--- src/asc_map.svh ---
// Purpose: timing constants for the byte-wide static memory host controller
// Assumes: 20 MHz clock, 50 ns period
// Notes:   times in ns, cycle counts derived from the clock period
//
// Notes on behaviour
// [RQ1] chip select high means standby, data floats
// [RQ2] select plus output enable reads the byte
// [RQ3] write strobe disables memory drivers always
// [RQ4] write happens only while select and strobe overlap
// [RQ5] setup and hold measured from write end
// [RQ6] address stable before write begins
// [RQ7] select and address valid before write end
// [RQ8] data valid before and after write end
// [RQ9] address held 10ns after write end
// [RQ10] no write drive until read data floats
// [RQ11] back-to-back cycles at 85ns, no precharge
// [RQ12] output enable only for reads, strobe otherwise high
`ifndef ASC_MAP_SVH
`define ASC_MAP_SVH
`define ASC_CLK_PERIOD_NS    50
`define ASC_CYCLE_TIME_NS    85
`define ASC_WR_RECOVERY_NS   10
`define ASC_FLOAT_NS         30
// least times round up to whole cycles; zero stays zero
`define ASC_CEIL_CYC(t)      (((t) + `ASC_CLK_PERIOD_NS - 1) / `ASC_CLK_PERIOD_NS)
`define ASC_CYCLE_CYC        `ASC_CEIL_CYC(`ASC_CYCLE_TIME_NS)
`define ASC_RECOVERY_CYC     `ASC_CEIL_CYC(`ASC_WR_RECOVERY_NS)
`define ASC_FLOAT_CYC        `ASC_CEIL_CYC(`ASC_FLOAT_NS)
`define ASC_ADDR_W           15
`define ASC_DATA_W           8
`endif

--- src/asc_pkg.sv ---
// Purpose: types for the static memory host controller
// Assumes: constants come from asc_map.svh
// Notes:   states plus address and data types
`include "asc_map.svh"
package asc_pkg;
  typedef logic [`ASC_ADDR_W-1:0] asc_addr_t;
  typedef logic [`ASC_DATA_W-1:0] asc_data_t;
  typedef enum logic [2:0] {
    ASC_IDLE  = 3'b000,
    ASC_SETUP = 3'b001,
    ASC_PULSE = 3'b010,
    ASC_HOLD  = 3'b011,
    ASC_FLOAT = 3'b100
  } asc_state_t;
endpackage : asc_pkg

--- src/asc_timer.sv ---
// Purpose: down counter for phase lengths
// Assumes: load has priority over counting
// Notes:   done is high while count is zero
`timescale 1ns/10ps
`include "asc_map.svh"
module asc_timer (
  // clock and reset
  input  wire logic       clk_i,
  input  wire logic       nrst_i,
  // control
  input  wire logic       load_i,
  input  wire logic [3:0] count_i,
  output logic            done_o
);
  logic [3:0] cnt_reg;
  always_ff @(posedge clk_i) begin
    if (!nrst_i) cnt_reg <= 4'h0;
    else if (load_i) cnt_reg <= count_i;
    else if (cnt_reg != 4'h0) cnt_reg <= cnt_reg - 4'h1;
  end
  assign done_o = (cnt_reg == 4'h0);
endmodule : asc_timer

--- src/asc_host.sv ---
// Purpose: host that reads and writes a 32K by 8 asynchronous static memory
// Assumes: memory pins sampled synchronously, one clock domain
// Notes:   one request at a time; busy_o high while a cycle runs
`timescale 1ns/10ps
`include "asc_map.svh"
module asc_host
  import asc_pkg::*;
(
  // clock and reset
  input  wire logic      clk_i,
  input  wire logic      nrst_i,
  // user request
  input  wire logic      req_i,
  input  wire logic      we_i,
  input  asc_pkg::asc_addr_t addr_i,
  input  asc_pkg::asc_data_t wdata_i,
  output logic           busy_o,
  output logic           rvalid_o,
  output asc_pkg::asc_data_t rdata_o,
  // memory pins
  output asc_pkg::asc_addr_t mem_addr_o,
  output logic           mem_cs_n_o,
  output logic           mem_oe_n_o,
  output logic           mem_we_n_o,
  input  asc_pkg::asc_data_t mem_dq_i,
  output asc_pkg::asc_data_t mem_dq_o,
  output logic           mem_dq_oe_o
);
  import asc_pkg::*;

  // ****************************************
  // state and phase timer
  // ****************************************
  asc_state_t state_reg, state_next;
  logic       wr_reg;
  logic       read_used_reg;
  logic       tmr_load;
  logic [3:0] tmr_count;
  logic       tmr_done;

  asc_timer u_timer (
    .clk_i   (clk_i),
    .nrst_i  (nrst_i),
    .load_i  (tmr_load),
    .count_i (tmr_count),
    .done_o  (tmr_done)
  );

  wire take     = (state_reg == ASC_IDLE) && req_i;
  // a write after a read first waits for the memory drivers to float
  wire need_flt = take && we_i && read_used_reg; // RQ10
  wire flt_end  = (state_reg == ASC_FLOAT) && tmr_done;
  wire go_setup = (take && !need_flt) || flt_end;
  // direction counts from the take edge, so data leads the strobe by a cycle
  wire dir_wr   = take ? we_i : wr_reg;
  // pulse covers full cycle time so back-to-back works at 85ns
  wire pls_end  = (state_reg == ASC_PULSE) && tmr_done; // RQ11

  always_comb begin
    state_next = state_reg;
    tmr_load   = 1'b0;
    tmr_count  = 4'h0;
    case (state_reg)
      ASC_IDLE: begin
        if (need_flt) begin
          state_next = ASC_FLOAT;
          tmr_load   = 1'b1;
          tmr_count  = 4'(`ASC_FLOAT_CYC - 1);
        end else if (take) begin
          state_next = ASC_SETUP;
        end
      end
      ASC_FLOAT: if (tmr_done) state_next = ASC_SETUP;
      // one full cycle of address before select and strobe go low
      ASC_SETUP: begin
        state_next = ASC_PULSE; // RQ6
        tmr_load   = 1'b1;
        tmr_count  = 4'(`ASC_CYCLE_CYC - 1);
      end
      ASC_PULSE: begin
        if (tmr_done) begin
          state_next = wr_reg ? ASC_HOLD : ASC_IDLE;
          tmr_load   = wr_reg;
          tmr_count  = 4'(`ASC_RECOVERY_CYC - 1);
        end
      end
      ASC_HOLD: if (tmr_done) state_next = ASC_IDLE;
      default: state_next = ASC_IDLE;
    endcase
  end

  always_ff @(posedge clk_i) begin
    if (!nrst_i) state_reg <= ASC_IDLE;
    else state_reg <= state_next;
  end

  // ****************************************
  // request capture and pins
  // ****************************************
  // address, data and direction latched once; stable through hold phase
  always_ff @(posedge clk_i) begin
    if (!nrst_i) begin
      wr_reg     <= 1'b0;
      mem_addr_o <= 15'h0000;
      mem_dq_o   <= 8'h00;
    end else if (take) begin
      wr_reg     <= we_i;
      mem_addr_o <= addr_i; // RQ7 RQ9
      mem_dq_o   <= wdata_i; // RQ8
    end
  end

  wire in_pulse = (state_next == ASC_PULSE);
  // data driven from setup through hold, covering setup and hold of data
  wire drv_data = dir_wr && (state_next == ASC_SETUP || state_next == ASC_PULSE
                  || state_next == ASC_HOLD);
  always_ff @(posedge clk_i) begin
    if (!nrst_i) begin
      mem_cs_n_o  <= 1'b1; // RQ1
      mem_oe_n_o  <= 1'b1;
      mem_we_n_o  <= 1'b1;
      mem_dq_oe_o <= 1'b0;
    end else begin
      // select and strobe fall and rise together, so write end is one edge
      mem_cs_n_o  <= !in_pulse; // RQ4 RQ5
      mem_we_n_o  <= !(in_pulse && wr_reg); // RQ3
      mem_oe_n_o  <= !(in_pulse && !wr_reg); // RQ2 RQ12
      mem_dq_oe_o <= drv_data; // RQ8
    end
  end

  always_ff @(posedge clk_i) begin
    if (!nrst_i) begin
      read_used_reg <= 1'b0;
      busy_o        <= 1'b0;
      rvalid_o      <= 1'b0;
      rdata_o       <= 8'h00;
    end else begin
      busy_o   <= (state_next != ASC_IDLE);
      rvalid_o <= pls_end && !wr_reg;
      if (pls_end && !wr_reg) rdata_o <= mem_dq_i;
      if (pls_end) read_used_reg <= !wr_reg;
      else if (flt_end) read_used_reg <= 1'b0;
    end
  end

  // ****************************************
  // checks
  // ****************************************
  property p_no_contention;
    @(posedge clk_i) disable iff (!nrst_i) !(mem_dq_oe_o && !mem_oe_n_o);
  endproperty
  a_no_contention: assert property (p_no_contention) else $error("host drives on read"); // RQ12

  property p_we_with_cs;
    @(posedge clk_i) disable iff (!nrst_i) !mem_we_n_o |-> !mem_cs_n_o && mem_oe_n_o;
  endproperty
  a_we_with_cs: assert property (p_we_with_cs) else $error("strobe without select"); // RQ4

  property p_pulse_len;
    @(posedge clk_i) disable iff (!nrst_i) $fell(mem_cs_n_o) |-> !mem_cs_n_o [*2];
  endproperty
  a_pulse_len: assert property (p_pulse_len) else $error("select pulse short"); // RQ11

  property p_addr_hold;
    @(posedge clk_i) disable iff (!nrst_i)
      $rose(mem_we_n_o) |-> $stable(mem_addr_o) && mem_dq_oe_o;
  endproperty
  a_addr_hold: assert property (p_addr_hold) else $error("address moved at write end"); // RQ9

  property p_addr_stable;
    @(posedge clk_i) disable iff (!nrst_i)
      !mem_cs_n_o && $past(!mem_cs_n_o) |-> $stable(mem_addr_o);
  endproperty
  a_addr_stable: assert property (p_addr_stable) else $error("address changed in pulse"); // RQ7

  property p_setup;
    @(posedge clk_i) disable iff (!nrst_i) $fell(mem_cs_n_o) |-> $stable(mem_addr_o);
  endproperty
  a_setup: assert property (p_setup) else $error("address not set up"); // RQ6

  property p_data_setup;
    @(posedge clk_i) disable iff (!nrst_i) $fell(mem_we_n_o) |-> $past(mem_dq_oe_o);
  endproperty
  a_data_setup: assert property (p_data_setup) else $error("data not set up"); // RQ8

  property p_float;
    @(posedge clk_i) disable iff (!nrst_i) $rose(mem_oe_n_o) |-> !mem_dq_oe_o [*2];
  endproperty
  a_float: assert property (p_float) else $error("drive before float"); // RQ10

  property p_idle;
    @(posedge clk_i) disable iff (!nrst_i) !busy_o |-> mem_cs_n_o;
  endproperty
  a_idle: assert property (p_idle) else $error("selected while idle"); // RQ1
endmodule : asc_host

--- config.mk ---
export PLATFORM = sky130hd
export DESIGN_NAME = asc_host
export DESIGN_NICKNAME = d
export VERILOG_FILES = /design/src/asc_pkg.sv /design/src/asc_timer.sv /design/src/asc_host.sv
export VERILOG_INCLUDE_DIRS = /design/src /design/src/src
export SDC_FILE = /design/constraint.sdc
export NUM_CORES = 1
export LEC_CHECK = 0
export ABC_AREA = 1
export BUFFER_PORTS_ARGS = -buffer_cell sky130_fd_sc_hd__buf_2
export CAP_MARGIN = 25
export CORE_MARGIN = 1
export CORE_UTILIZATION = 47
export CTS_CLUSTER_DIAMETER = 100
export DETAILED_ROUTE_END_ITERATION = 7
export PLACE_DENSITY = 0.8
export SLEW_MARGIN = 40
export SYNTH_ARGS = -nofsm -noshare
export SYNTH_HDL_FRONTEND = slang
export SYNTH_SLANG_ARGS = --single-unit
--- constraint.sdc ---
create_clock -name clk_i -period 1.49 [get_ports clk_i]
set_input_delay 0.149 -clock clk_i [delete_from_list [all_inputs] [get_ports clk_i]]
set_output_delay 0.149 -clock clk_i [all_outputs]
set_load 0.005 [all_outputs]
### After elaboration in Yosys (flattened, before gate mapping)

Cells that the tools add are included.

| word-level totals | value |
|---|---|
| logic and storage cells | 58 |
| flip-flop bits (word level) | 46 |
| input bits | 35 |
| output and inout port bits | 37 |

| operators by class | value |
|---|---|
| reductions and logical operators | 21 |
| multiplexer cells | 16 |
| equal/unequal tests | 7 |
| $add $sub $neg | 1 |

Operator list:

| operator | count |
|---|---|
| $mux W3 | 5 |
| $pmux W3 S5 | 1 |
| $eq A3 B2 Y1 const B | 4 |
| $logic_and A1 B1 Y1 | 9 |
| $mux W4 | 2 |
| $eq A3 B1 Y1 const B | 2 |
| $mux W1 | 6 |
| $logic_not A1 Y1 | 4 |
| $logic_not A4 Y1 | 1 |
| $reduce_bool A2 Y1 | 2 |
| $reduce_bool A4 Y1 | 1 |
| $sub A4 B1 Y4 const B | 1 |
| $eq A3 B3 Y1 const B | 1 |
| $logic_not A3 Y1 | 1 |
| $pmux W1 S3 | 1 |
| $reduce_bool A3 Y1 | 1 |
| $logic_or A1 B1 Y1 | 2 |
| $mux W2 | 1 |

### Logic depth before layout (Yosys ltp)

| depth | value |
|---|---|
| depth after elaboration | 10 |
| mapped depth | 10 |
| mapped depth without buffers | 10 |

### By module

From an unflattened synthesis, not the netlist that was laid out.

| unflattened totals | value |
|---|---|
| cell total of the unflattened synthesis | 244 |
| area, all modules | 1796.7 sq um |

By module, submodules not included:

| module | area an instance (sq um) | cells each | times used |
|---|---|---|---|
| asc_host | 1549.0 | 204 | 1 |
| asc_timer | 247.7 | 40 | 1 |

### Worst setup path before layout

Ideal clock, no wire load.

| path | value |
|---|---|
| path kind | flip-flop to flip-flop |
| from | register u_timer.cnt_reg[0] |
| to | register rdata_o[1] |
| data arrival time | 1.209 ns |
| path buffers | 0 |
| cell stages (with the launch flop) | 10 |
| data required time | 1.374 ns |
| period minus slack after synthesis | 1.324 ns |
| path slack | 0.166 ns |
| library setup time | 0.116 ns |
| cell sequence | dfxtp_1 inv_1 ha_1 nand2_2 nor2_4 inv_2 nor2_8 inv_4 nor2_1 nor2_1 |

| between the ends | value |
|---|---|
| word-level cells in the longest chain between the ends | 3 |

RTL lines:

| element | RTL line | source |
|---|---|---|
| start, declared | asc_timer.sv:15 | `logic [3:0] cnt_reg;` |
| start signal, assigned | asc_timer.sv:18 | `else if (load_i) cnt_reg <= count_i;` |
| start signal, assigned | asc_timer.sv:19 | `else if (cnt_reg != 4'h0) cnt_reg <= cnt_reg - 4'h1;` |
| $logic_not A4 Y1 | asc_timer.sv:21 | `assign done_o = (cnt_reg == 4'h0);` |
| $logic_and A1 B1 Y1 | asc_host.sv:57 | `wire pls_end = (state_reg == ASC_PULSE) && tmr_done;` |
| $logic_and A1 B1 Y1 | asc_host.sv:141 | `if (pls_end && !wr_reg) rdata_o <= mem_dq_i;` |
| end signal, assigned | asc_host.sv:141 |  |
| end, declared | asc_host.sv:19 | `output asc_pkg::asc_data_t rdata_o,` |

Every way passes these cells.
A chain may end at the register's enable or synchronous reset.

### Worst setup path after layout

| path | value |
|---|---|
| from | register u_timer.cnt_reg[1] |
| to | register mem_oe_n_o |

| between the ends | value |
|---|---|
| word-level cells in the longest chain between the ends | 6 |
| elaborated cells on any way between the ends | 8 |
| classes of those cells | 1 x eq/ne; 4 x mux; 3 x reduce/logical |

RTL lines:

| element | RTL line | source |
|---|---|---|
| $logic_not A4 Y1 (*) | asc_timer.sv:21 |  |
| $mux W3, on equally long branches | asc_host.sv:87, asc_host.sv:73, asc_host.sv:81 |  |
| $pmux W3 S5 (*) | asc_host.sv:63 | `case (state_reg)` |
| $eq A3 B2 Y1 (*) | asc_host.sv:113 | `wire in_pulse = (state_next == ASC_PULSE);` |
| $logic_and A1 B1 Y1 (*) | asc_host.sv:127 | `mem_oe_n_o <= !(in_pulse && !wr_reg);` |
| $logic_not A1 Y1 (*) | asc_host.sv:127 |  |
| end signal, assigned | asc_host.sv:127 |  |
| end, declared | asc_host.sv:23 | `output logic mem_oe_n_o,` |

Every way passes the cells marked *; elsewhere a longest branch is shown, timed or not.

==> summary.txt <==
TIMING
------------------------------------------------------------------------
Min setup slack post-route ................................    0.0811 ns
Final worst clock skew ....................................   0.00721 ns
Setup Viol. Count Final ...................................            0
Worst-case headroom to the max-slew limit .................        79.1%
Final-report hold violation count .........................            0
Fraction of the cycle the final worst path needs ..........        94.6%
Slew at the pin closest to its max-slew limit .............     0.313 ns
Worst hold slack after final layout .......................    0.0727 ns
Tmin final ................................................      1.41 ns
Final Slew Violations .....................................            0
Top achievable clock speed ................................      710 MHz

GLOBAL ROUTING
------------------------------------------------------------------------
Largest net degree at the start of global routing .........           18
Gr ovfl total .............................................            0
Global-route wire length before repair .................... 6590 microns
Antenna violations before repair ..........................            0
Vias in the first global route ............................         1569
All-layer global routing usage ............................        21.3%

FLOORPLANNING
------------------------------------------------------------------------
Floorplan core area .......................................   3440 sq um
Die width ................................................. 62.8 microns
Starting density of the core ..............................        50.5%
Count of pins on the block boundary .......................           72
Die outline area ..........................................   3950 sq um
Vertical die dimension .................................... 62.8 microns
Core Rows .................................................           21

CLOCK NETWORK
------------------------------------------------------------------------
Clock insertion delay at the later pin of the skew report .      0.30 ns
Buffers inserted by post-CTS timing repair ................            0
CTS Sinks .................................................           46
Depth of the CTS H-tree ...................................            2
CTS tree ..................................................         done
Cts bufs inserted .........................................            5
Buffer type at the clock tree root ........................ sky130_fd_sc_hd__clkbuf_8
Maximum buffer depth of the clock tree ....................            2
Reg clk slew, reported paths ..............................      0.08 ns
Number of hold buffers added after CTS ....................            0

CRITICAL PATH
------------------------------------------------------------------------
Register-to-Register Path Depth ...........................            8
Kind of start point of the critical path ..................         flop
Worst Path Max Fanout .....................................            4
Data arrival time of the critical path ....................      1.59 ns
Critical path type ........................................      reg2reg
Type of destination of the critical path ..................         flop
Required time at the endpoint of the critical path ........      1.67 ns

WORST HOLD PATH
------------------------------------------------------------------------
Cell count of the worst hold path .........................            3
Hold WC Path Type .........................................       in2reg

CELLS AND AREA
------------------------------------------------------------------------
Register with the highest flop count ......................   mem_addr_o
Flip-flop count of the largest register after layout ......           15
Area of all placed cells without fillers ..................   2290 sq um
Top flop regs ............................................. mem_addr_o (15), mem_dq_o (8), rdata_o (8)
Share of post-route cells with drive strength above 1 .....        32.8%
Area overhead of the layout relative to synthesis .........        31.8%
Filler-free cell count of the finished design .............          351
Net total in the final layout .............................          340
Number of diodes ..........................................            0

SYNTHESIS
------------------------------------------------------------------------
Register area share after synthesis .......................        52.9%
Yosys synthesis warning count .............................            0
Synthesized netlist net count .............................          262
Mean cell area of the mapped netlist ......................   7.70 sq um
Post-synthesis instance area ..............................   1740 sq um
Gate count after technology mapping .......................          226
Synth unique cells ........................................           25
Synthesized flop and latch total ..........................           46

PLACE
------------------------------------------------------------------------
Worst Setup Slack post-DPL ................................    0.0331 ns
Instance area after placement .............................   2170 sq um
Number of placed instances, taps included .................          343
Input/output buffers ......................................           71
Detailed-placement wirelength estimate .................... 2860 microns
Routability-driven placement congestion ratio .............        0.918

ROUTE
------------------------------------------------------------------------
Vias per cell .............................................         4.82
Wire length reported by the detailed router ............... 3880 microns
Antenna Nets Post-Route ...................................            0
Overall via count from detail_route .......................         1693
Wire per inst ............................................. 11.1 microns
DRC .......................................................            0
Total iterations of the first detailed-routing run ........            4
DRC violation total after the first TritonRoute iteration .           68

POWER
------------------------------------------------------------------------
Leakage power total .......................................      1.16 nW
Power Density ............................................. 1460 nW/um^2
Maximum VDD drop ..........................................     0.838 mV

JOB
------------------------------------------------------------------------
Count of maximum capacitance violations ...................            0

RUN STATUS
------------------------------------------------------------------------
Result of the run ......................................... finished, final reports clean

## final cells by class
cell class	count	area (sq um)
fill	322	1150
inverter	17	66.3
clock buffer	7	86.3
multi-input combinational	155	736
sequential	46	922
clock inverter	1	8.76
tap	46	57.6
timing repair buffer	79	415
## report_power, final
group          switching, W  internal, W  leakage, nW  total (W)
logic              0.000571     0.000447        0.737    0.00102
clock network      0.000407     0.000383       0.0489   0.000790
registers          0.000106      0.00143        0.379    0.00154
total               0.00109      0.00226         1.16    0.00335
## cell usage after synthesis
cell type | count | area share, %
sky130_fd_sc_hd__inv_2 | 1 | 0.22
sky130_fd_sc_hd__o21ai_0 | 34 | 9.8
sky130_fd_sc_hd__nor2_8 | 1 | 1.2
sky130_fd_sc_hd__nand2_1 | 18 | 3.9
sky130_fd_sc_hd__nor2_1 | 76 | 16
sky130_fd_sc_hd__a21oi_1 | 1 | 0.29
sky130_fd_sc_hd__dfxtp_1 | 46 | 53
sky130_fd_sc_hd__inv_1 | 15 | 3.2
sky130_fd_sc_hd__xor2_1 | 1 | 0.50
sky130_fd_sc_hd__nand3_1 | 9 | 2.6
sky130_fd_sc_hd__a21oi_2 | 1 | 0.50
sky130_fd_sc_hd__xnor2_1 | 1 | 0.50
sky130_fd_sc_hd__buf_4 | 2 | 0.86
sky130_fd_sc_hd__nand4_1 | 3 | 1.1
sky130_fd_sc_hd__nor2_4 | 1 | 0.65
sky130_fd_sc_hd__nand2_2 | 1 | 0.36
sky130_fd_sc_hd__nor2_2 | 3 | 1.1
sky130_fd_sc_hd__inv_4 | 1 | 0.36
sky130_fd_sc_hd__nor3_1 | 1 | 0.29
sky130_fd_sc_hd__buf_2 | 1 | 0.29
sky130_fd_sc_hd__o21ai_1 | 1 | 0.29
sky130_fd_sc_hd__nor3_2 | 1 | 0.58
sky130_fd_sc_hd__a31oi_1 | 1 | 0.36
sky130_fd_sc_hd__ha_1 | 1 | 0.72
sky130_fd_sc_hd__clkbuf_1 | 5 | 1.1
## critical path, cell delays in order (launching register included)
cell,delay [ns]
sky130_fd_sc_hd__dfxtp_1,0.33
sky130_fd_sc_hd__inv_1,0.07
sky130_fd_sc_hd__ha_4,0.18
sky130_fd_sc_hd__nand2_1,0.07
sky130_fd_sc_hd__nor2_1,0.05
sky130_fd_sc_hd__nand2_1,0.11
sky130_fd_sc_hd__o21ai_2,0.10
sky130_fd_sc_hd__nor3_4,0.25
sky130_fd_sc_hd__nand4_1,0.12
## cells in the final DEF (no fill, tap or decap), drive strengths merged
cell type	n
a31oi	1
xor2	1
inv	18
a21oi	2
clkbuf	7
buf	79
o21ai	35
nand2	19
nand4	3
nor2	81
nand3	9
ha	1
dfxtp	46
nor3	2
xnor2	1
## routing by layer
metal / vias to the layer above / routed length, microns / track usage, %
li1: 874 / - / -
met1: 758 / 1740 / 24.7
met2: 55 / 1850 / 36.1
met3: 6 / 236 / 7.66
met4: 0 / 51 / 6.98
met5: - / 0 / 0
## per-stage QoR
step | util [%] | setup TNS, ns | total power [W]
finish | 66.6 | 0 | 0.00335
floorplan | - | 0 | 0.00218
global placement | 63.1 | 0 | 0.00250
detailed placement | 63.1 | 0 | 0.00253
global route | 66.6 | -0.0488 | 0.00360
CTS | 65.9 | 0 | 0.00331
## timing repair
action / CTS / global route
resized for setup: 0 / 6
endpoints found under the setup margin: 0 / 18
endpoints found under the hold margin: 0 / 0
## cell families after synthesis
| kind of cell | Yosys count | synth area share (%) |
|---|---|---|
| simple gates | 114 | 28.1 |
| flops | 46 | 52.9 |
| compound gates | 38 | 11.2 |
| buf+inv | 25 | 6.04 |
| xor+xnor | 2 | 1.01 |
| fa+ha+maj | 1 | 0.719 |
## final timing paths
path	endpoint	slack [ns]	start
max	mem_oe_n_o	0.08	u_timer.cnt_reg[1]
min	rdata_o[0]	0.07	mem_dq_i[0]
max reg2reg	mem_oe_n_o	0.08	u_timer.cnt_reg[1]
min reg2reg	mem_addr_o[9]	0.48	mem_addr_o[9]
No activity file was read; power rests on OpenSTA's default activity.
